--- src/sfcs_consts.svh ---
// Purpose: Constants of the serial flash command sequencer.
// Assumes: 100 MHz system clock, single-lane SPI mode 0 flash.
// Notes:   Included by the sequencer file.
// How it works
// Boot sends latch enable, polls status until latch flag, then stores zero status.
// Every program or erase is preceded by latch enable and latch flag polling.
// Flash clears its latch after each program or erase; enable is always repeated.
// Identification signature is never read; opcodes and clock rate are fixed.
// Fast read is opcode, three address bytes MSB first, dummy, streaming data.
// Status store sends opcode and exactly one status byte, never a second.
// Page program is opcode, three address bytes, then data while select stays low.
// Sector erase is opcode plus three address bytes; chip erase is opcode only.
// Flash hold and write-protect inputs are never driven by this block.
// During reset, serial clock, data out and flash select float; second select stays driven.
// Floating pins during reset let an external programmer own the flash.
// Status bit 0 is write pending, bit 1 is write latch.
// Protection clearing is always done at boot, whatever flash is attached.
// SPI mode 0, MSB first, select low for a whole command, high between.
// After program or erase, poll write pending until clear before next command.
`ifndef SFCS_CONSTS_SVH
`define SFCS_CONSTS_SVH

`define SFCS_LATCH_ENABLE_COMMAND   8'h06
`define SFCS_STATUS_FETCH_COMMAND   8'h05
`define SFCS_STATUS_STORE_COMMAND   8'h01
`define SFCS_FAST_READ_COMMAND      8'h0b
`define SFCS_PAGE_PROGRAM_COMMAND   8'h02
`define SFCS_SECTOR_ERASE_COMMAND   8'h20
`define SFCS_CHIP_ERASE_COMMAND     8'hc7
`define SFCS_STATUS_CLEAR_VALUE     8'h00
`define SFCS_DUMMY_BYTE             8'h00
`define SFCS_WRITE_PENDING_FLAG_BIT 0
`define SFCS_WRITE_LATCH_FLAG_BIT   1

`define SFCS_CLOCK_PERIOD_NS   10
`define SFCS_SCK_MIN_PERIOD_NS 705
`define SFCS_SCK_HALF_CYCLES   ((`SFCS_SCK_MIN_PERIOD_NS + 2 * `SFCS_CLOCK_PERIOD_NS - 1) / (2 * `SFCS_CLOCK_PERIOD_NS))
`define SFCS_CS_HIGH_NS        200
`define SFCS_CS_HIGH_CYCLES    ((`SFCS_CS_HIGH_NS + `SFCS_CLOCK_PERIOD_NS - 1) / `SFCS_CLOCK_PERIOD_NS)

`define SFCS_FIFO_WIDTH 8
`define SFCS_FIFO_DEPTH 32

`endif

--- src/sfcs_pkg.sv ---
// Purpose: Types of the serial flash command sequencer.
// Assumes: Nothing beyond the constants header.
// Notes:   Operation codes on i_cmd_op follow the order of sfcs_op_e.
package sfcs_pkg;
  typedef enum logic [1:0] {
    OP_READ,
    OP_PROGRAM,
    OP_SECTOR_ERASE,
    OP_CHIP_ERASE
  } sfcs_op_e;

  typedef enum logic [2:0] {
    ST_IDLE,
    ST_LATCH_ENABLE_COMMAND,
    ST_POLL_WEL,
    ST_MAIN,
    ST_POLL_WIP
  } sfcs_state_e;
endpackage

--- src/sfcs_sequencer.sv ---
// Purpose: Serial NOR flash command sequencer with program data FIFO.
// Assumes: One 100 MHz clock, synchronous active-high reset, flash data in is asynchronous.
// Notes:   The serial clock is produced from the system clock; flash hold and write-protect are not ports.
`timescale 1ns/1ns
`default_nettype none
`include "sfcs_consts.svh"

module sfcs_fifo #(
  parameter int WIDTH = 8,
  parameter int DEPTH = 32
) (
  input  wire logic             i_clock,
  input  wire logic             i_rst,
  input  wire logic             i_in_valid,
  input  wire logic [WIDTH-1:0] i_in_data,
  output logic                  o_in_ready,
  output logic                  o_out_valid,
  output logic      [WIDTH-1:0] o_out_data,
  input  wire logic             i_out_ready
);
  localparam int AW = $clog2(DEPTH);
  logic [WIDTH-1:0] mem_q [DEPTH];
  logic [AW-1:0]    wr_q, wr_d, rd_q, rd_d;
  logic [AW:0]      cnt_q, cnt_d;
  logic             rdy_q, rdy_d, vld_q, vld_d, push, pop;

  always_comb begin
    push  = i_in_valid && rdy_q;
    pop   = i_out_ready && vld_q;
    wr_d  = push ? AW'(wr_q + 1'b1) : wr_q;
    rd_d  = pop ? AW'(rd_q + 1'b1) : rd_q;
    cnt_d = (AW + 1)'(cnt_q + {{AW{1'b0}}, push} - {{AW{1'b0}}, pop});
    rdy_d = cnt_d != (AW + 1)'(DEPTH);
    vld_d = cnt_d != '0;
  end

  always_ff @(posedge i_clock) begin
    if (i_rst) begin
      wr_q  <= '0;
      rd_q  <= '0;
      cnt_q <= '0;
      rdy_q <= 1'b0;
      vld_q <= 1'b0;
    end else begin
      wr_q  <= wr_d;
      rd_q  <= rd_d;
      cnt_q <= cnt_d;
      rdy_q <= rdy_d;
      vld_q <= vld_d;
    end
    if (push) begin
      mem_q[wr_q] <= i_in_data;
    end
  end

  assign o_in_ready  = rdy_q;
  assign o_out_valid = vld_q;
  assign o_out_data  = mem_q[rd_q];
endmodule

module sfcs_sequencer
  import sfcs_pkg::*;
(
  input  wire logic        i_clock,
  input  wire logic        i_rst,
  input  wire logic        i_cmd_valid,
  input  wire logic [1:0]  i_cmd_op,
  input  wire logic [23:0] i_cmd_addr,
  input  wire logic [15:0] i_cmd_len,
  output logic             o_cmd_ready,
  output logic             o_boot_done,
  input  wire logic        i_wr_valid,
  input  wire logic [7:0]  i_wr_data,
  output logic             o_wr_ready,
  output logic             o_rd_valid,
  output logic [7:0]       o_rd_data,
  output logic             o_flash_serial_clock,
  output logic             o_flash_serial_clock_oe,
  output logic             o_flash_serial_out,
  output logic             o_flash_serial_out_oe,
  output logic             o_flash_select_n,
  output logic             o_flash_select_n_oe,
  output logic             o_second_device_select_n,
  input  wire logic        i_flash_serial_in
);
  localparam logic [5:0] HALF_LAST = 6'(`SFCS_SCK_HALF_CYCLES - 1);
  localparam logic [4:0] GAP_LEN   = 5'(`SFCS_CS_HIGH_CYCLES);

  sfcs_state_e st_q, st_d;
  sfcs_op_e    op_q, op_d;
  logic [23:0] addr_q, addr_d;
  logic [15:0] len_q, len_d;
  logic [16:0] nbytes_q, nbytes_d, byte_q, byte_d, nxt;
  logic [7:0]  tx_q, tx_d, rx_q, rx_d, status_q, status_d, rd_data_q, rd_data_d, nxt_byte;
  logic [5:0]  half_q, half_d;
  logic [4:0]  gap_q, gap_d;
  logic [2:0]  bit_q, bit_d;
  logic        act_q, act_d, sck_q, sck_d, cs_q, cs_d, oe_q;
  logic        boot_q, boot_d, booted_q, booted_d, ready_q, ready_d, rd_valid_q, rd_valid_d;
  logic        sin_meta_q, sin_q, start, done, need_data, byte_end, fifo_pop, fifo_valid;
  logic [7:0]  fifo_data;

  sfcs_fifo #(
    .WIDTH(`SFCS_FIFO_WIDTH),
    .DEPTH(`SFCS_FIFO_DEPTH)
  ) u_fifo (
    .i_clock    (i_clock),
    .i_rst      (i_rst),
    .i_in_valid (i_wr_valid),
    .i_in_data  (i_wr_data),
    .o_in_ready (o_wr_ready),
    .o_out_valid(fifo_valid),
    .o_out_data (fifo_data),
    .i_out_ready(fifo_pop)
  );

  // Opcode of the first byte; no signature read opcode exists here
  function automatic logic [7:0] opcode_for(sfcs_state_e s, logic boot, sfcs_op_e op);
    logic [7:0] r;
    r = `SFCS_LATCH_ENABLE_COMMAND;
    unique case (s)
      ST_POLL_WEL, ST_POLL_WIP: r = `SFCS_STATUS_FETCH_COMMAND;
      ST_MAIN: begin
        if (boot) begin
          r = `SFCS_STATUS_STORE_COMMAND;
        end else begin
          unique case (op)
            OP_READ:         r = `SFCS_FAST_READ_COMMAND;
            OP_PROGRAM:      r = `SFCS_PAGE_PROGRAM_COMMAND;
            OP_SECTOR_ERASE: r = `SFCS_SECTOR_ERASE_COMMAND;
            OP_CHIP_ERASE:   r = `SFCS_CHIP_ERASE_COMMAND;
          endcase
        end
      end
      ST_IDLE, ST_LATCH_ENABLE_COMMAND: r = `SFCS_LATCH_ENABLE_COMMAND;
    endcase
    return r;
  endfunction

  // Whole command length in bytes, select held low throughout
  function automatic logic [16:0] length_for(sfcs_state_e s, logic boot, sfcs_op_e op, logic [15:0] len);
    logic [16:0] r;
    r = 17'h00001;
    if (s == ST_POLL_WEL || s == ST_POLL_WIP || (s == ST_MAIN && boot)) begin
      r = 17'h00002;
    end else if (s == ST_MAIN) begin
      unique case (op)
        OP_READ:         r = 17'(len) + 17'h00005;
        OP_PROGRAM:      r = 17'(len) + 17'h00004;
        OP_SECTOR_ERASE: r = 17'h00004;
        OP_CHIP_ERASE:   r = 17'h00001;
      endcase
    end
    return r;
  endfunction

  always_comb begin
    st_d       = st_q;
    op_d       = op_q;
    addr_d     = addr_q;
    len_d      = len_q;
    nbytes_d   = nbytes_q;
    byte_d     = byte_q;
    tx_d       = tx_q;
    rx_d       = rx_q;
    status_d   = status_q;
    half_d     = half_q;
    gap_d      = gap_q;
    bit_d      = bit_q;
    act_d      = act_q;
    sck_d      = sck_q;
    cs_d       = cs_q;
    boot_d     = boot_q;
    booted_d   = booted_q;
    ready_d    = ready_q;
    rd_data_d  = rd_data_q;
    rd_valid_d = 1'b0;
    start      = 1'b0;
    done       = 1'b0;
    fifo_pop   = 1'b0;
    byte_end   = 1'b0;
    nxt        = 17'(byte_q + 17'h00001);
    need_data  = st_q == ST_MAIN && !boot_q && op_q == OP_PROGRAM && nxt >= 17'h00004;
    nxt_byte   = `SFCS_DUMMY_BYTE;
    if (st_q == ST_MAIN && !boot_q && op_q != OP_CHIP_ERASE) begin
      unique case (nxt)
        17'h00001: nxt_byte = addr_q[23:16];
        17'h00002: nxt_byte = addr_q[15:8];
        17'h00003: nxt_byte = addr_q[7:0];
        default:   nxt_byte = need_data ? fifo_data : `SFCS_DUMMY_BYTE;
      endcase
    end else if (st_q == ST_MAIN && boot_q) begin
      nxt_byte = `SFCS_STATUS_CLEAR_VALUE;
    end
    // Mode 0: sample on rising edge, shift on falling edge, clock idles low
    if (act_q) begin
      if (half_q != HALF_LAST) begin
        half_d = 6'(half_q + 6'h01);
      end else if (!sck_q) begin
        sck_d  = 1'b1;
        rx_d   = {rx_q[6:0], sin_q};
        half_d = '0;
      end else if (bit_q != 3'h0) begin
        sck_d  = 1'b0;
        tx_d   = {tx_q[6:0], 1'b0};
        bit_d  = 3'(bit_q - 3'h1);
        half_d = '0;
      end else if (nxt == nbytes_q) begin
        sck_d    = 1'b0;
        cs_d     = 1'b1;
        act_d    = 1'b0;
        gap_d    = GAP_LEN;
        half_d   = '0;
        byte_end = 1'b1;
      end else if (!(need_data && !fifo_valid)) begin
        // Program data stalls with the clock high until the FIFO has a byte
        sck_d    = 1'b0;
        bit_d    = 3'h7;
        byte_d   = nxt;
        tx_d     = nxt_byte;
        fifo_pop = need_data;
        half_d   = '0;
        byte_end = 1'b1;
      end
    end else if (gap_q != '0) begin
      gap_d = 5'(gap_q - 5'h01);
      done  = gap_q == 5'h01;
    end
    if (byte_end) begin
      if ((st_q == ST_POLL_WEL || st_q == ST_POLL_WIP) && byte_q == 17'h00001) begin
        status_d = rx_q;
      end
      if (st_q == ST_MAIN && !boot_q && op_q == OP_READ && byte_q >= 17'h00005) begin
        rd_valid_d = 1'b1;
        rd_data_d  = rx_q;
      end
    end
    unique case (st_q)
      ST_IDLE: begin
        if (!act_q && gap_q == '0) begin
          if (!booted_q && !boot_q) begin
            boot_d = 1'b1;
            st_d   = ST_LATCH_ENABLE_COMMAND;
            start  = 1'b1;
          end else if (i_cmd_valid && ready_q) begin
            op_d    = sfcs_op_e'(i_cmd_op);
            addr_d  = i_cmd_addr;
            len_d   = i_cmd_len;
            ready_d = 1'b0;
            st_d    = (sfcs_op_e'(i_cmd_op) == OP_READ) ? ST_MAIN : ST_LATCH_ENABLE_COMMAND;
            start   = 1'b1;
          end
        end
      end
      ST_LATCH_ENABLE_COMMAND: begin
        if (done) begin
          st_d  = ST_POLL_WEL;
          start = 1'b1;
        end
      end
      ST_POLL_WEL: begin
        if (done) begin
          st_d  = status_q[`SFCS_WRITE_LATCH_FLAG_BIT] ? ST_MAIN : ST_POLL_WEL;
          start = 1'b1;
        end
      end
      ST_MAIN: begin
        if (done && !boot_q && op_q == OP_READ) begin
          st_d    = ST_IDLE;
          ready_d = 1'b1;
        end else if (done) begin
          st_d  = ST_POLL_WIP;
          start = 1'b1;
        end
      end
      ST_POLL_WIP: begin
        if (done && !status_q[`SFCS_WRITE_PENDING_FLAG_BIT]) begin
          st_d     = ST_IDLE;
          boot_d   = 1'b0;
          booted_d = 1'b1;
          ready_d  = 1'b1;
        end else if (done) begin
          start = 1'b1;
        end
      end
    endcase
    if (start) begin
      act_d    = 1'b1;
      cs_d     = 1'b0;
      sck_d    = 1'b0;
      half_d   = '0;
      bit_d    = 3'h7;
      byte_d   = '0;
      tx_d     = opcode_for(st_d, boot_d, op_d);
      nbytes_d = length_for(st_d, boot_d, op_d, len_d);
    end
  end

  always_ff @(posedge i_clock) begin
    if (i_rst) begin
      st_q <= ST_IDLE; op_q <= OP_READ; addr_q <= '0; len_q <= '0;
      nbytes_q <= '0; byte_q <= '0; tx_q <= '0; rx_q <= '0; status_q <= '0;
      half_q <= '0; gap_q <= '0; bit_q <= '0; act_q <= 1'b0; sck_q <= 1'b0;
      cs_q <= 1'b1; oe_q <= 1'b0; boot_q <= 1'b0; booted_q <= 1'b0;
      ready_q <= 1'b0; rd_data_q <= '0; rd_valid_q <= 1'b0;
      sin_meta_q <= 1'b0; sin_q <= 1'b0;
    end else begin
      st_q <= st_d; op_q <= op_d; addr_q <= addr_d; len_q <= len_d;
      nbytes_q <= nbytes_d; byte_q <= byte_d; tx_q <= tx_d; rx_q <= rx_d; status_q <= status_d;
      half_q <= half_d; gap_q <= gap_d; bit_q <= bit_d; act_q <= act_d; sck_q <= sck_d;
      cs_q <= cs_d; oe_q <= 1'b1; boot_q <= boot_d; booted_q <= booted_d;
      ready_q <= ready_d; rd_data_q <= rd_data_d; rd_valid_q <= rd_valid_d;
      sin_meta_q <= i_flash_serial_in; sin_q <= sin_meta_q;
    end
  end

  assign o_cmd_ready              = ready_q;
  assign o_boot_done              = booted_q;
  assign o_rd_valid               = rd_valid_q;
  assign o_rd_data                = rd_data_q;
  assign o_flash_serial_clock     = sck_q;
  assign o_flash_serial_clock_oe  = oe_q;
  assign o_flash_serial_out       = tx_q[7];
  assign o_flash_serial_out_oe    = oe_q;
  assign o_flash_select_n         = cs_q;
  assign o_flash_select_n_oe      = oe_q;
  assign o_second_device_select_n = 1'b1;

  property p_release_floating;
    @(posedge i_clock) disable iff (i_rst)
      $past(i_rst) |-> !o_flash_select_n_oe && !o_flash_serial_clock_oe && !o_flash_serial_out_oe;
  endproperty
  a_release_floating: assert property (p_release_floating) else $error("flash pins driven during reset");

  property p_idle_clock_low;
    @(posedge i_clock) disable iff (i_rst) o_flash_select_n |-> !o_flash_serial_clock;
  endproperty
  a_idle_clock_low: assert property (p_idle_clock_low) else $error("serial clock high while deselected");

  property p_clock_high_width;
    @(posedge i_clock) disable iff (i_rst) $rose(o_flash_serial_clock) |-> o_flash_serial_clock [*8];
  endproperty
  a_clock_high_width: assert property (p_clock_high_width) else $error("serial clock high phase too short");

  property p_latch_before_write;
    @(posedge i_clock) disable iff (i_rst)
      (start && st_d == ST_MAIN && !(op_d == OP_READ && !boot_d)) |-> status_q[1] && st_q == ST_POLL_WEL;
  endproperty
  a_latch_before_write: assert property (p_latch_before_write) else $error("write without latch flag");

  property p_boot_store_zero;
    @(posedge i_clock) disable iff (i_rst)
      (start && boot_d && st_d == ST_MAIN) |=> tx_q == 8'h01 && nbytes_q == 17'h00002;
  endproperty
  a_boot_store_zero: assert property (p_boot_store_zero) else $error("boot status store malformed");

  property p_boot_begins_enable;
    @(posedge i_clock) disable iff (i_rst)
      $past(i_rst) |=> o_flash_serial_out == 1'b0 && !o_flash_select_n ##0 tx_q == 8'h06;
  endproperty
  a_boot_begins_enable: assert property (p_boot_begins_enable) else $error("boot does not open with enable");

  property p_no_signature;
    @(posedge i_clock) disable iff (i_rst) (act_q && byte_q == '0) |-> tx_q != 8'h9f && tx_q != 8'hab;
  endproperty
  a_no_signature: assert property (p_no_signature) else $error("signature opcode sent");

  property p_ready_after_idle_flash;
    @(posedge i_clock) disable iff (i_rst) $rose(o_cmd_ready) |-> !status_q[0] || $past(st_q) == ST_MAIN;
  endproperty
  a_ready_after_idle_flash: assert property (p_ready_after_idle_flash) else $error("ready while flash busy");

  property p_read_header;
    @(posedge i_clock) disable iff (i_rst)
      (start && st_d == ST_MAIN && !boot_d && op_d == OP_READ) |=> nbytes_q == 17'(len_q) + 17'h00005;
  endproperty
  a_read_header: assert property (p_read_header) else $error("fast read length wrong");
endmodule
`default_nettype wire

--- config.mk ---
export PLATFORM = sky130hd
export DESIGN_NAME = sfcs_sequencer
export DESIGN_NICKNAME = d
export VERILOG_FILES = /design/src/sfcs_pkg.sv /design/src/sfcs_sequencer.sv
export VERILOG_INCLUDE_DIRS = /design/src
export SDC_FILE = /design/constraint.sdc
export NUM_CORES = 1
export LEC_CHECK = 0
export BUFFER_PORTS_ARGS = -buffer_cell sky130_fd_sc_hd__buf_4
export CAP_MARGIN = 20
export CORE_ASPECT_RATIO = 1.4
export CORE_MARGIN = 10
export CORE_UTILIZATION = 62
export CTS_CLUSTER_SIZE = 28
export DETAILED_ROUTE_END_ITERATION = 6
export GPL_ROUTABILITY_DRIVEN = 0
export GPL_TIMING_DRIVEN = 0
export PLACE_DENSITY = 0.78
export SLEW_MARGIN = 30
export SYNTH_ARGS = -nofsm -noshare
export SYNTH_HDL_FRONTEND = slang
export SYNTH_HIERARCHICAL = 1
export SYNTH_SLANG_ARGS = --single-unit
--- constraint.sdc ---
create_clock -name i_clock -period 4.3 [get_ports i_clock]
set_input_delay 0.645 -clock i_clock [delete_from_list [all_inputs] [get_ports i_clock]]
set_output_delay 0.645 -clock i_clock [all_outputs]
set_load 0.03 [all_outputs]
; Yosys cells after proc, flatten, opt, wreduce, memory -nomap -nowiden
; Memory sizes are Yosys's and may differ from the RTL's. A register that Yosys moved wholly into a read port is not among the register bits.
; Cells that the tools add are included.
[word_totals]
reg_bits = 147
mem_bits_rw = 256
input_bits = 55
wordCells = 245
memories = 1
[memory_table]
columns = memory, words, word_bits, read_ports, rd_ports_with_merged_regs, wr, line
row1 = u_fifo.mem_q, 32, 8, 1, 1, 1, sfcs_sequencer.sv:22  ; logic [WIDTH-1:0] mem_q [DEPTH];
[op_classes]
addsub = 10
magnitude_cmp = 2
n_eq_ne = 35
mux = 106
bitwise = 7
reduce_logical = 56
[ops]
columns = op, count
row1 = $mux W8, 10
row2 = $pmux W17 S4, 1
row3 = $mux W16, 4
row4 = $mux W1, 49
row5 = $pmux W8 S3, 2
row6 = $mux W3, 15
row7 = $mux W5, 8
row8 = $add A16 B3 Y17 const B, 2
row9 = $eq A17 B1 Y1 const B, 2
row10 = $eq A17 B2 Y1 const B, 2
row11 = $ge A17 B3 Y1 const B, 2
row12 = $mux W17, 2
row13 = $pmux W8 S4, 1
row14 = $mux W6, 5
row15 = $add A17 B1 Y17 const B, 1
row16 = $eq A17 B17 Y1, 1
row17 = $logic_and A1 B1 Y1, 17
row18 = $ne A2 B2 Y1 const B, 8
row19 = $pmux W3 S5, 1
row20 = $reduce_and A5 Y1, 3
row21 = $eq A3 B2 Y1 const B, 4
row22 = $ne A6 B6 Y1 const B, 2
row23 = $reduce_and A6 Y1, 2
row24 = $add A5 B1 Y5 const B, 2
row25 = 31 further kinds, 70

; Depth between registers and ports, before layout
; Gate-level depths: netlist of the first run.
[depth]
depth_word = 14
mapped_depth = 22
ltp_nobuf = 20

; By module
; The synthesis of the first run kept the hierarchy.
[by_module_without_submodules]
columns = mod, instances, cells_each, area_per_inst_um2, seq_area_each_um2
row1 = sfcs_fifo, 1, 628, 11074.4, 8147.8
row2 = sfcs_sequencer, 1, 929, 7505.9, 2582.5

; Least setup slack after synthesis of the first run
; Ideal clock, no wire load.
[synth_path]
path_kind = reg2reg
startpoint = register byte_q[1]
endpoint = register u_fifo.rdy_q (netlist: u_fifo/o_in_ready)
t_arrival_ns = 3.898
setup_slack_ns = 0.287
path_stages_with_launch = 21
path_buffers = 2
cell_sequence = dfxtp_1 > ha_1 > buf_2 > and3_1 > buf_2 > and4_1 > xnor3_1 > nor3b_1 > nand4_1 > nand3_1 > nor3_1 > nand3_1 > nand2_1 > ha_1 > inv_1 > fa_1 > nand2b_1 > a21oi_1 > xnor2_1 > a41o_1 > a21bo_2
[synth_via]
elab_chain_cells = 13
elab_cells_between_ends = 14
[synth_lines]
columns = item, line
row1 = "start, declared", sfcs_sequencer.sv:93  ; logic [16:0] nbytes_q, nbytes_d, byte_q, byte_d, nxt;
row2 = "start signal, assigned", sfcs_sequencer.sv:309  ; nbytes_q <= nbytes_d; byte_q <= byte_d; tx_q <= tx_d; rx_q <= rx_d; status_q <= status_d;
row3 = $add A17 B1 Y17 *, sfcs_sequencer.sv:182  ; nxt = 17'(byte_q + 17'h00001);
row4 = $ge A17 B3 Y1, sfcs_sequencer.sv:183  ; need_data = st_q == ST_MAIN && !boot_q && op_q == OP_PROGRAM && nxt >= 17'h00004;
row5 = $logic_and A1 B1 Y1, sfcs_sequencer.sv:183
row6 = $logic_and A1 B1 Y1, sfcs_sequencer.sv:215  ; end else if (!(need_data && !fifo_valid)) begin
row7 = $mux W1, sfcs_sequencer.sv:215
row8 = $mux W1 *, sfcs_sequencer.sv:208  ; end else if (nxt == nbytes_q) begin
row9 = $mux W1 *, sfcs_sequencer.sv:203  ; end else if (bit_q != 3'h0) begin
row10 = $mux W1 *, sfcs_sequencer.sv:199  ; end else if (!sck_q) begin
row11 = $mux W1 *, sfcs_sequencer.sv:197  ; if (half_q != HALF_LAST) begin
row12 = $mux W1 *, sfcs_sequencer.sv:196  ; if (act_q) begin
row13 = via fifo_pop, sfcs_sequencer.sv:100  ; logic sin_meta_q, sin_q, start, done, need_data, byte_end, fifo_pop, fifo_valid;
row14 = $logic_and A1 B1 Y1 *, sfcs_sequencer.sv:29  ; pop = i_out_ready && vld_q;
row15 = $sub A6 B1 Y6 *, sfcs_sequencer.sv:32  ; cnt_d = (AW + 1)'(cnt_q + {{AW{1'b0}}, push} - {{AW{1'b0}}, pop});
row16 = $ne A6 B6 Y1 *, sfcs_sequencer.sv:33  ; rdy_d = cnt_d != (AW + 1)'(DEPTH);
row17 = "end signal, assigned", sfcs_sequencer.sv:48  ; rdy_q <= rdy_d;
row18 = "end, declared", sfcs_sequencer.sv:25  ; logic rdy_q, rdy_d, vld_q, vld_d, push, pop;
; The timed path passes the listed nets; every way through them passes the cells marked *.
; A chain may end at the register's enable or synchronous reset.

; Final worst setup path of the first run
[layout_path]
startpoint = register byte_q[3]
endpoint = register u_fifo.rdy_q (netlist: u_fifo/o_in_ready)
; Same word-level chain as after synthesis.

==> results.md, run 1 <==
- The clock slew seen by the registers of the worst setup and hold paths is around 0.060 ns.
- The critical path required time is 4.74 ns.
- Setup violations remaining at the end of the flow were counted as 0.
- The core region is 29400 µm².
- Clock tree synthesis inserted a total of 39 buffers.
- For this run, the top clock speed supported by timing is 235 MHz.
- The flow ran to the end, and the final reports show no timing, DRC or antenna violations.
- The floorplan step defined a die boundary enclosing ~37000 µm².
- Once the floorplan was initialized, standard cells occupied 63.3% of the core.
- The ratio of cells with drive above 1 in the final layout is about 16%.
- After synthesis, the cell types taking the most area are sky130_fd_sc_hd__edfxtp_1 41%, sky130_fd_sc_hd__dfxtp_1 16%, sky130_fd_sc_hd__mux2i_1 5.3%.
- Once detailed placement completed, the half-perimeter wirelength came to 33600 µm.
- The number of top-level pins is 74.
- The share of the clock period used by the worst path is 99.1%.
- Entering global routing, the biggest net connects 33 pins.
- The nature of the critical path startpoint is a flop.
- The floorplan step set the die height to 225 µm.
- Data on the critical path arrives at its endpoint at 4.70 ns.
- The routed via count is 13.4k.
- Global routing used 24.6% of the available tracks.
- The count of antenna diodes in the layout is 0.
- The detail route stage leaves a number of antenna-violating nets equal to 0.
- After detailed routing, the total wire length is 47500 µm.
- The initial antenna violation count was 0.
- The die span in x is 166 µm.
- The clock latency on the worst-skew pair is ~0.55 ns.
- The number of nets in the synthesized netlist is 1642.
- In this run the tightest slew margin relative to its limit is 28.8%.
- The commonest register cell after synthesis is sky130_fd_sc_hd__edfxtp_1.
- During placement, the flow inserted port buffers numbering 72.
- The number of warnings issued by yosys is 6.
- The proportion of netlist area held by the largest area contributor is 41.4%.
- The clock period could shrink to 4.26 ns.
- The first global-routing pass estimated 73400 µm of wire.
- The max-slew violation count is 0.
- The largest clock skew in the final design is approximately 0.015 ns.
- After technology mapping, the gate count stands at 1557.
- In the routed layout, each cell is associated on average with a via count of 6.43.
- The via count of the first global-routing pass is 13.5k.
- The synthesized netlist occupies a cell area of 18600 µm².
- The critical path in this run is classified as reg2reg.
- The mean instance size in the synthesized netlist is ~12 µm².
- The CTS tree is built.
- Yosys mapped a number of flops with a built-in enable equal to 256.
- The pre-antenna-repair detailed-routing pass consisted of 6 iterations.
- The count of endpoints failing hold in the final timing report is 0.
- The remaining design rule violation count is 0.
- The maximum ir drop on the vdd rail is 0.468 mV.
- Relative to the synthesized area, the layout overhead comes to 13.4%.
- The class of the tightest hold or removal check is in2reg.
- The critical path endpoint category is a flop.
- Setup repair after global routing could not meet its margin everywhere.
- The starting DRC count in detailed routing is 1241.
- The cell taking the most area after synthesis is sky130_fd_sc_hd__edfxtp_1.
- In the final routed layout, each cell accounts on average for about 23 µm.
- The tool flagged a number of max-cap violations equal to 0.
- Counting distinct cell types in the post-synthesis netlist gives 92.
- The layout has just over 2k filler cells.
- For this design the static power due to leakage is 7.18 nW.
- The total power after layout is 8.96 mW.
- The worst hold margin is 0.331 ns.
- The net count of the finished layout is 1760.
- The number of buffers on the longest clock path is 3.
- The row count is 74.
- The number of hold buffers added after CTS was 0.
- The tree is rooted in a sky130_fd_sc_hd__clkbuf_16.
- The total overflow left after global routing is 0.
- The peak fanout along the critical path is 7.
- The worst-margin pin slew is 1.07 ns.
- After synthesis the netlist holds a flip-flop and latch count of 408.
- The deepest level of the CTS H-tree is 2.
- The clock sink total is just over 400.
- The sequential fraction of the synthesis area is 57.8%.
- The async set-or-reset flop fraction in the synthesized netlist is 0%.
- The power per unit of standard cell area is around 430 nW/µm².
power by group:
group          total (mW)  internal [mW]  switching, mW
Sequential           4.39           4.29         0.0975
Combinational        1.26          0.441          0.816
Clock                3.31           1.86           1.45
worst max-delay path, stage by stage (launching register included):
cell                        delay, ns
sky130_fd_sc_hd__dfxtp_1         0.36
sky130_fd_sc_hd__buf_6           0.15
sky130_fd_sc_hd__nand4_4         0.14
sky130_fd_sc_hd__or4_4           0.58
sky130_fd_sc_hd__xor2_1          0.19
sky130_fd_sc_hd__o2111ai_1       0.19
sky130_fd_sc_hd__nor3b_1         0.08
sky130_fd_sc_hd__nand4_1         0.15
sky130_fd_sc_hd__nand3_2         0.12
sky130_fd_sc_hd__nor3_4          0.40
sky130_fd_sc_hd__nand3_2         0.14
sky130_fd_sc_hd__nand2_1         0.09
sky130_fd_sc_hd__ha_1            0.17
sky130_fd_sc_hd__inv_1           0.07
sky130_fd_sc_hd__fa_1            0.42
sky130_fd_sc_hd__nand2b_1        0.17
sky130_fd_sc_hd__a21oi_2         0.13
sky130_fd_sc_hd__xnor2_1         0.16
sky130_fd_sc_hd__a41o_1          0.20
sky130_fd_sc_hd__a21bo_2         0.22
cell type report:
| cell class | count | area (µm²) | share of cell area [%] |
|---|---|---|---|
| flip-flops and latches | 408 | 10700 | 51.0 |
| multi-input cells | 1009 | 7290 | 34.6 |
| clock buffers | 50 | 1050 | 4.97 |
| repair buffers | 79 | 593 | 2.82 |
| plain buffers | 96 | 586 | 2.78 |
| well taps | 380 | 475 | 2.26 |
| clock inverters | 16 | 175 | 0.832 |
| inverters | 42 | 158 | 0.748 |
layer usage:
| metal | vias to the layer above | share of wire (%) | GRT usage [%] |
|---|---|---|---|
| li1 | 6087 | - | - |
| met3 | 193 | 5.7 | 3.63 |
| met4 | 0 | 6.6 | 14.8 |
| met1 | 6515 | 35 | 25.3 |
| met2 | 575 | 53 | 46.2 |
| met5 | - | 0 | 0 |
synthesized netlist by cell type, drive strengths merged, types with 26 or more instances:
| master | number |
|---|---|
| o21ai | 41 |
| mux4 | 32 |
| a22oi | 26 |
| xnor2 | 27 |
| nand3 | 46 |
| nor2 | 142 |
| buf | 52 |
| a21oi | 90 |
| nand2 | 123 |
| dfxtp | 152 |
| clkbuf | 46 |
| inv | 41 |
| edfxtp | 256 |
| ha | 29 |
| mux2i | 100 |
cell usage in the layout (no fill, tap or decap), types with 12 or more instances in the layout:
cell type                     n
sky130_fd_sc_hd__and3_1      12
sky130_fd_sc_hd__a22o_1      14
sky130_fd_sc_hd__a22oi_1     26
sky130_fd_sc_hd__nand4_1     16
sky130_fd_sc_hd__a31oi_1     16
sky130_fd_sc_hd__mux2i_1     98
sky130_fd_sc_hd__clkbuf_1    46
sky130_fd_sc_hd__dfxtp_1    148
sky130_fd_sc_hd__xnor2_1     25
sky130_fd_sc_hd__mux4_2      32
sky130_fd_sc_hd__o21ai_0     37
sky130_fd_sc_hd__buf_6       16
sky130_fd_sc_hd__buf_4       92
sky130_fd_sc_hd__nand3_1     42
sky130_fd_sc_hd__nand2_1    122
sky130_fd_sc_hd__nor2b_1     22
sky130_fd_sc_hd__inv_1       41
sky130_fd_sc_hd__a21oi_1     89
sky130_fd_sc_hd__ha_1        29
sky130_fd_sc_hd__a211oi_1    18
sky130_fd_sc_hd__nor2_1     138
sky130_fd_sc_hd__nor4_1      13
sky130_fd_sc_hd__edfxtp_1   256
sky130_fd_sc_hd__nor3_1      19
sky130_fd_sc_hd__clkbuf_16   39
sky130_fd_sc_hd__xor2_1      20
sky130_fd_sc_hd__or3_1       24
per-stage QoR:
stage	cell area (µm²)	worst slack (ns)	std cells	util, %	setup TNS, ns
after global placement	19600	-0.811	2009	66.8	-4.18
after global routing	21100	-0.125	2080	71.8	-0.125
final	21100	0.0408	2080	71.8	0
after floorplan	18600	0.287	1557	-	0
after CTS	20900	-0.0426	2075	71.2	-0.0426
after detailed placement	19600	-0.931	2009	66.8	-5.04
path summary, 6_finish.rpt:
kind                                        start                end  slack [ns]  cells after the start
worst min-delay path            i_flash_serial_in         sin_meta_q        0.33                      2
worst max-delay path                    byte_q[3]  u_fifo/o_in_ready        0.04                     19
worst max register to register          byte_q[3]  u_fifo/o_in_ready        0.04                     19
worst min register to register         sin_meta_q              sin_q        0.44                      1
state kept, by name (all words and copies together), names as in the netlist, 2 cells and up, named ones only:
signal,cells
status_q,2
op_q,2
o_rd_data,8
u_fifo/wr_q,5
st_q,3
addr_q,24
half_q,6
u_fifo/mem_q,256
len_q,16
tx_q,8
u_fifo/cnt_q,6
byte_q,17
gap_q,5
rx_q,8
u_fifo/rd_q,5
nbytes_q,17
bit_q,3
kinds of logic (layout without fill, tap and decap cells):
family | after synthesis | count (layout) | share of synthesized area, %
adder cells (fa/ha/maj) | 30 | 30 | 2.06
other | 1 | 1 | 0.0202
flip-flops | 408 | 408 | 57.8
multiplexers | 138 | 138 | 9.70
AND/OR/NAND/NOR | 485 | 485 | 13.1
buffers and inverters | 140 | 283 | 3.75
AO/OA/AOI/OAI | 307 | 307 | 11.3
XOR/XNOR | 48 | 48 | 2.34
what timing repair did:
item | in CTS | in global routing
setup buffers | 1 | 6
pin swaps | 2 | 5
gates resized for setup | 16 | 38
endpoints found under the setup margin | 18 | 19
Power figures use the tool's default switching activity.
==> inputs of run 2 (changes only) <==
Settings changed: CORE_UTILIZATION 62 to 25, PLACE_DENSITY 0.78 to 0.37.
==> results.md, run 2 (same netlist as run 1, synthesis figures left out) <==
- The root buffer cell chosen for the clock tree is sky130_fd_sc_hd__clkbuf_16.
- The number of input and output port buffers inserted is 72 (unchanged).
- The worst slew margin relative to its limit is 39.9% (+11 points).
- The count of endpoints failing hold in the final timing report came to 0 (unchanged).
- The deepest level of the CTS H-tree was 2 (unchanged).
- The worst-margin pin slew is 0.899 ns (-0.167 ns).
- The via count of the first global-routing pass is 13.2k (-2.3%).
- The clock slew seen by the registers of the worst setup and hold paths is 0.07 ns (about the same).
- The count of nets after finishing is 1781 (+1.2%).
- The total wire length is 59000 µm (+24%).
- The initial antenna violation count is 0 (unchanged).
- The total die area is 85800 µm² (+130%).
- The number of vias per cell after detailed routing was 4.79 (-25%).
- The max-slew violation count is 0 (unchanged).
- The starting utilization of the core area is 25.2% (-38 points).
- The peak fanout along the critical path was 4 (-3).
- The power per unit of standard cell area is 430 nW/µm² (+1.1%).
- The row count was 118 (+59%).
- The pin count of the biggest net entering global routing is 33 (unchanged).
- The number of buffers on the longest clock path is 3 (unchanged).
- The count of antenna diodes in the layout came to 0 (unchanged).
- The non-filler instance count after layout is 2690 (+29%).
- The cell count after placement is 2590 (+29%).
- The flip-flop count of the largest register after layout is 256 (unchanged).
- The maximum clock rate came to 238 MHz (+1.3%).
- The register with the most flip-flops in the final layout is u_fifo/mem_q.
- The first-pass GRT wire length is 87300 µm (+19%).
- The run finished with clean final reports.
- The kind of critical path is reg2reg.
- The routed via count came to 12.9k (-3.5%).
- The die span in y is 343 µm (+52%).
- In the final layout, the registers with the most flip-flops are u_fifo/mem_q (256), addr_q (24).
- The clock latency on the worst-skew pair came to 0.59 ns (+0.04 ns).
- The CTS tree is built.
- The cell count of the worst hold path is 2 (unchanged).
- The largest clock skew in the final design is 0.0293 ns (+0.0139 ns).
- The maximum ir drop on the vdd rail was 0.321 mV (-31%).
- The total overflow reported by the global router is 0 (unchanged).
- The total global-route track usage came to 13.4% (-11 points).
- The die span in x was 250 µm (+51%).
- The logic depth of the worst register-to-register path was 22 (+3).
- The worst setup path is captured at a flop.
- The share of the clock period used by the worst path is 97.7% (-1.3 points).
- The capture instance of the worst register-to-register path is u_fifo/o_in_ready.
- The floorplan core area is 73800 µm² (+150%).
- The number of top-level pins came to 74 (unchanged).
- The remaining design rule violation count is 0 (unchanged).
- The number of endpoints failing setup at the final stage is 0 (unchanged).
- The clock sink total was 408 (unchanged).
- The library cell used most frequently in the layout, excluding fill and tap cells, is sky130_fd_sc_hd__edfxtp_1.
- The critical path required time is 4.78 ns (+0.04 ns).
- The detail-routed net length per standard cell is 21.9 µm (-3.9%).
- Relative to the synthesized area, the layout overhead comes to 20.3%.
- The number of detailed-routing iterations run before antenna repair is 6 (unchanged).
- The hold path endpoint is sin_meta_q.
- The half-perimeter wire length after placement came to 42900 µm (+27%).
- The ratio of cells with drive above 1 in the final layout is 18.7% (+2.9 points).
- The launching point of the worst reg2reg path is byte_q[9].
- The starting DRC count in detailed routing came to 723 (-42%).
- The standby leakage power is 7.46 nW (+3.9%).
- Setup repair after global routing could not meet its margin everywhere.
- The TritonCTS buffer count was 47 (+21%).
- The number of max-cap violations was 0 (unchanged).
- The number of routed nets with antenna violations was 0 (unchanged).
- The internal reg-to-reg setup slack was 0.1 ns (+0.06 ns).
- The critical path data arrival time came to 4.69 ns (about the same).
- In this run the most critical hold path is launched from i_flash_serial_in.
- The path class of the tightest hold or removal check is in2reg.
- The final total negative setup slack is 0 ns (unchanged).
- The top cell types in the final layout, fill and taps aside, are 256 x sky130_fd_sc_hd__edfxtp_1, 143 x sky130_fd_sc_hd__dfxtp_1, 135 x sky130_fd_sc_hd__nor2_1, 120 x sky130_fd_sc_hd__nand2_1, 108 x sky130_fd_sc_hd__buf_4.
- The time the worst path needs with I/O delays and setup is 4.20 ns (-0.0567 ns).
- The nature of the critical path startpoint is a flop.
## run 2: changes by cell type in the layout (fill, tap and decap cells not counted), sizes merged
cell,previous run,this run
clkinv,12,17
buf,126,146
clkinvlp,2,0
bufinv,2,1
clkbuf,99,107
## run 2: how the worst max path moves through the flow
stage / start / endpoint / slack (ns) / cells after the start
3_5_place_dp: byte_q[1] / u_fifo/o_in_ready / -0.87 / 20
3_3_place_gp: byte_q[1] / u_fifo/o_in_ready / -1.29 / 20
2_1_floorplan: byte_q[1] / u_fifo/o_in_ready / 0.29 / 20
4_1_cts: byte_q[9] / u_fifo/o_in_ready / -0.08 / 21
5_1_grt: byte_q[6] / u_fifo/o_in_ready / -0.13 / 22
6_report: byte_q[9] / u_fifo/o_in_ready / 0.1 / 22
## run 2: final cells by class
cell class | instances | area [µm²]
fillers | 7530 | 51500
flip-flops and latches | 408 | 10700
clock inverters | 18 | 156
multi-input cells | 1009 | 7440
inverters | 42 | 158
well taps | 960 | 1200
plain buffers | 94 | 596
clock buffers | 65 | 1330
repair buffers | 94 | 731
## run 2: repair_timing
action                                  4_1_cts  5_1_grt
resized for setup                            30       66
setup buffers                                 2       19
hold buffers                                  0        0
endpoints found under the setup margin       20       12
cloned                                        0        0
pin swaps                                     3       17
## run 2: stage by stage
stage / hold slack [ns] / util [%] / setup WS [ns] / cell area [µm²] / power, mW
floorplan: 0.414 / - / 0.287 / 18600 / 5.28
global placement: 0.419 / 27.5 / -1.29 / 20300 / 5.77
detailed placement: 0.437 / 27.6 / -0.875 / 20400 / 5.79
CTS: 0.250 / 29.8 / -0.0753 / 22000 / 9.73
global route: 0.294 / 30.3 / -0.126 / 22400 / 10.1
finish: 0.292 / 30.3 / 0.0975 / 22400 / 9.61
## run 2: per-layer routing
layer / vias to the layer above / GRT usage, % / wire length [µm]
li1: 6133 / - / -
met1: 6432 / 14.5 / 22800
met2: 249 / 25.9 / 32500
met3: 84 / 1.86 / 1930
met4: 0 / 4.44 / 1840
met5: - / 0 / 0
## run 2: report_power, final
| group | switching, mW | internal [mW] | total, mW |
|---|---|---|---|
| combinational | 0.886 | 0.471 | 1.36 |
| sequential | 0.0968 | 4.29 | 4.39 |
| clock | 1.64 | 2.22 | 3.86 |
| total | 2.62 | 6.98 | 9.61 |
## run 2: critical path, cell delays in order, from the launching register on
cell	delay (ns)
sky130_fd_sc_hd__dfxtp_4	0.36
sky130_fd_sc_hd__buf_6	0.11
sky130_fd_sc_hd__nand4_1	0.12
sky130_fd_sc_hd__or4_4	0.60
sky130_fd_sc_hd__xor2_2	0.16
sky130_fd_sc_hd__o2111ai_1	0.13
sky130_fd_sc_hd__nor3b_2	0.19
sky130_fd_sc_hd__nand4_1	0.18
sky130_fd_sc_hd__nand3_2	0.15
sky130_fd_sc_hd__nor3_4	0.05
sky130_fd_sc_hd__buf_12	0.15
sky130_fd_sc_hd__buf_4	0.14
sky130_fd_sc_hd__nand2_2	0.09
sky130_fd_sc_hd__nand2_1	0.06
sky130_fd_sc_hd__nand2_1	0.08
sky130_fd_sc_hd__ha_2	0.18
sky130_fd_sc_hd__inv_1	0.06
sky130_fd_sc_hd__fa_2	0.37
sky130_fd_sc_hd__nand2b_1	0.17
sky130_fd_sc_hd__a21oi_2	0.20
sky130_fd_sc_hd__xnor2_2	0.14
sky130_fd_sc_hd__a41o_1	0.21
sky130_fd_sc_hd__a21bo_2	0.22
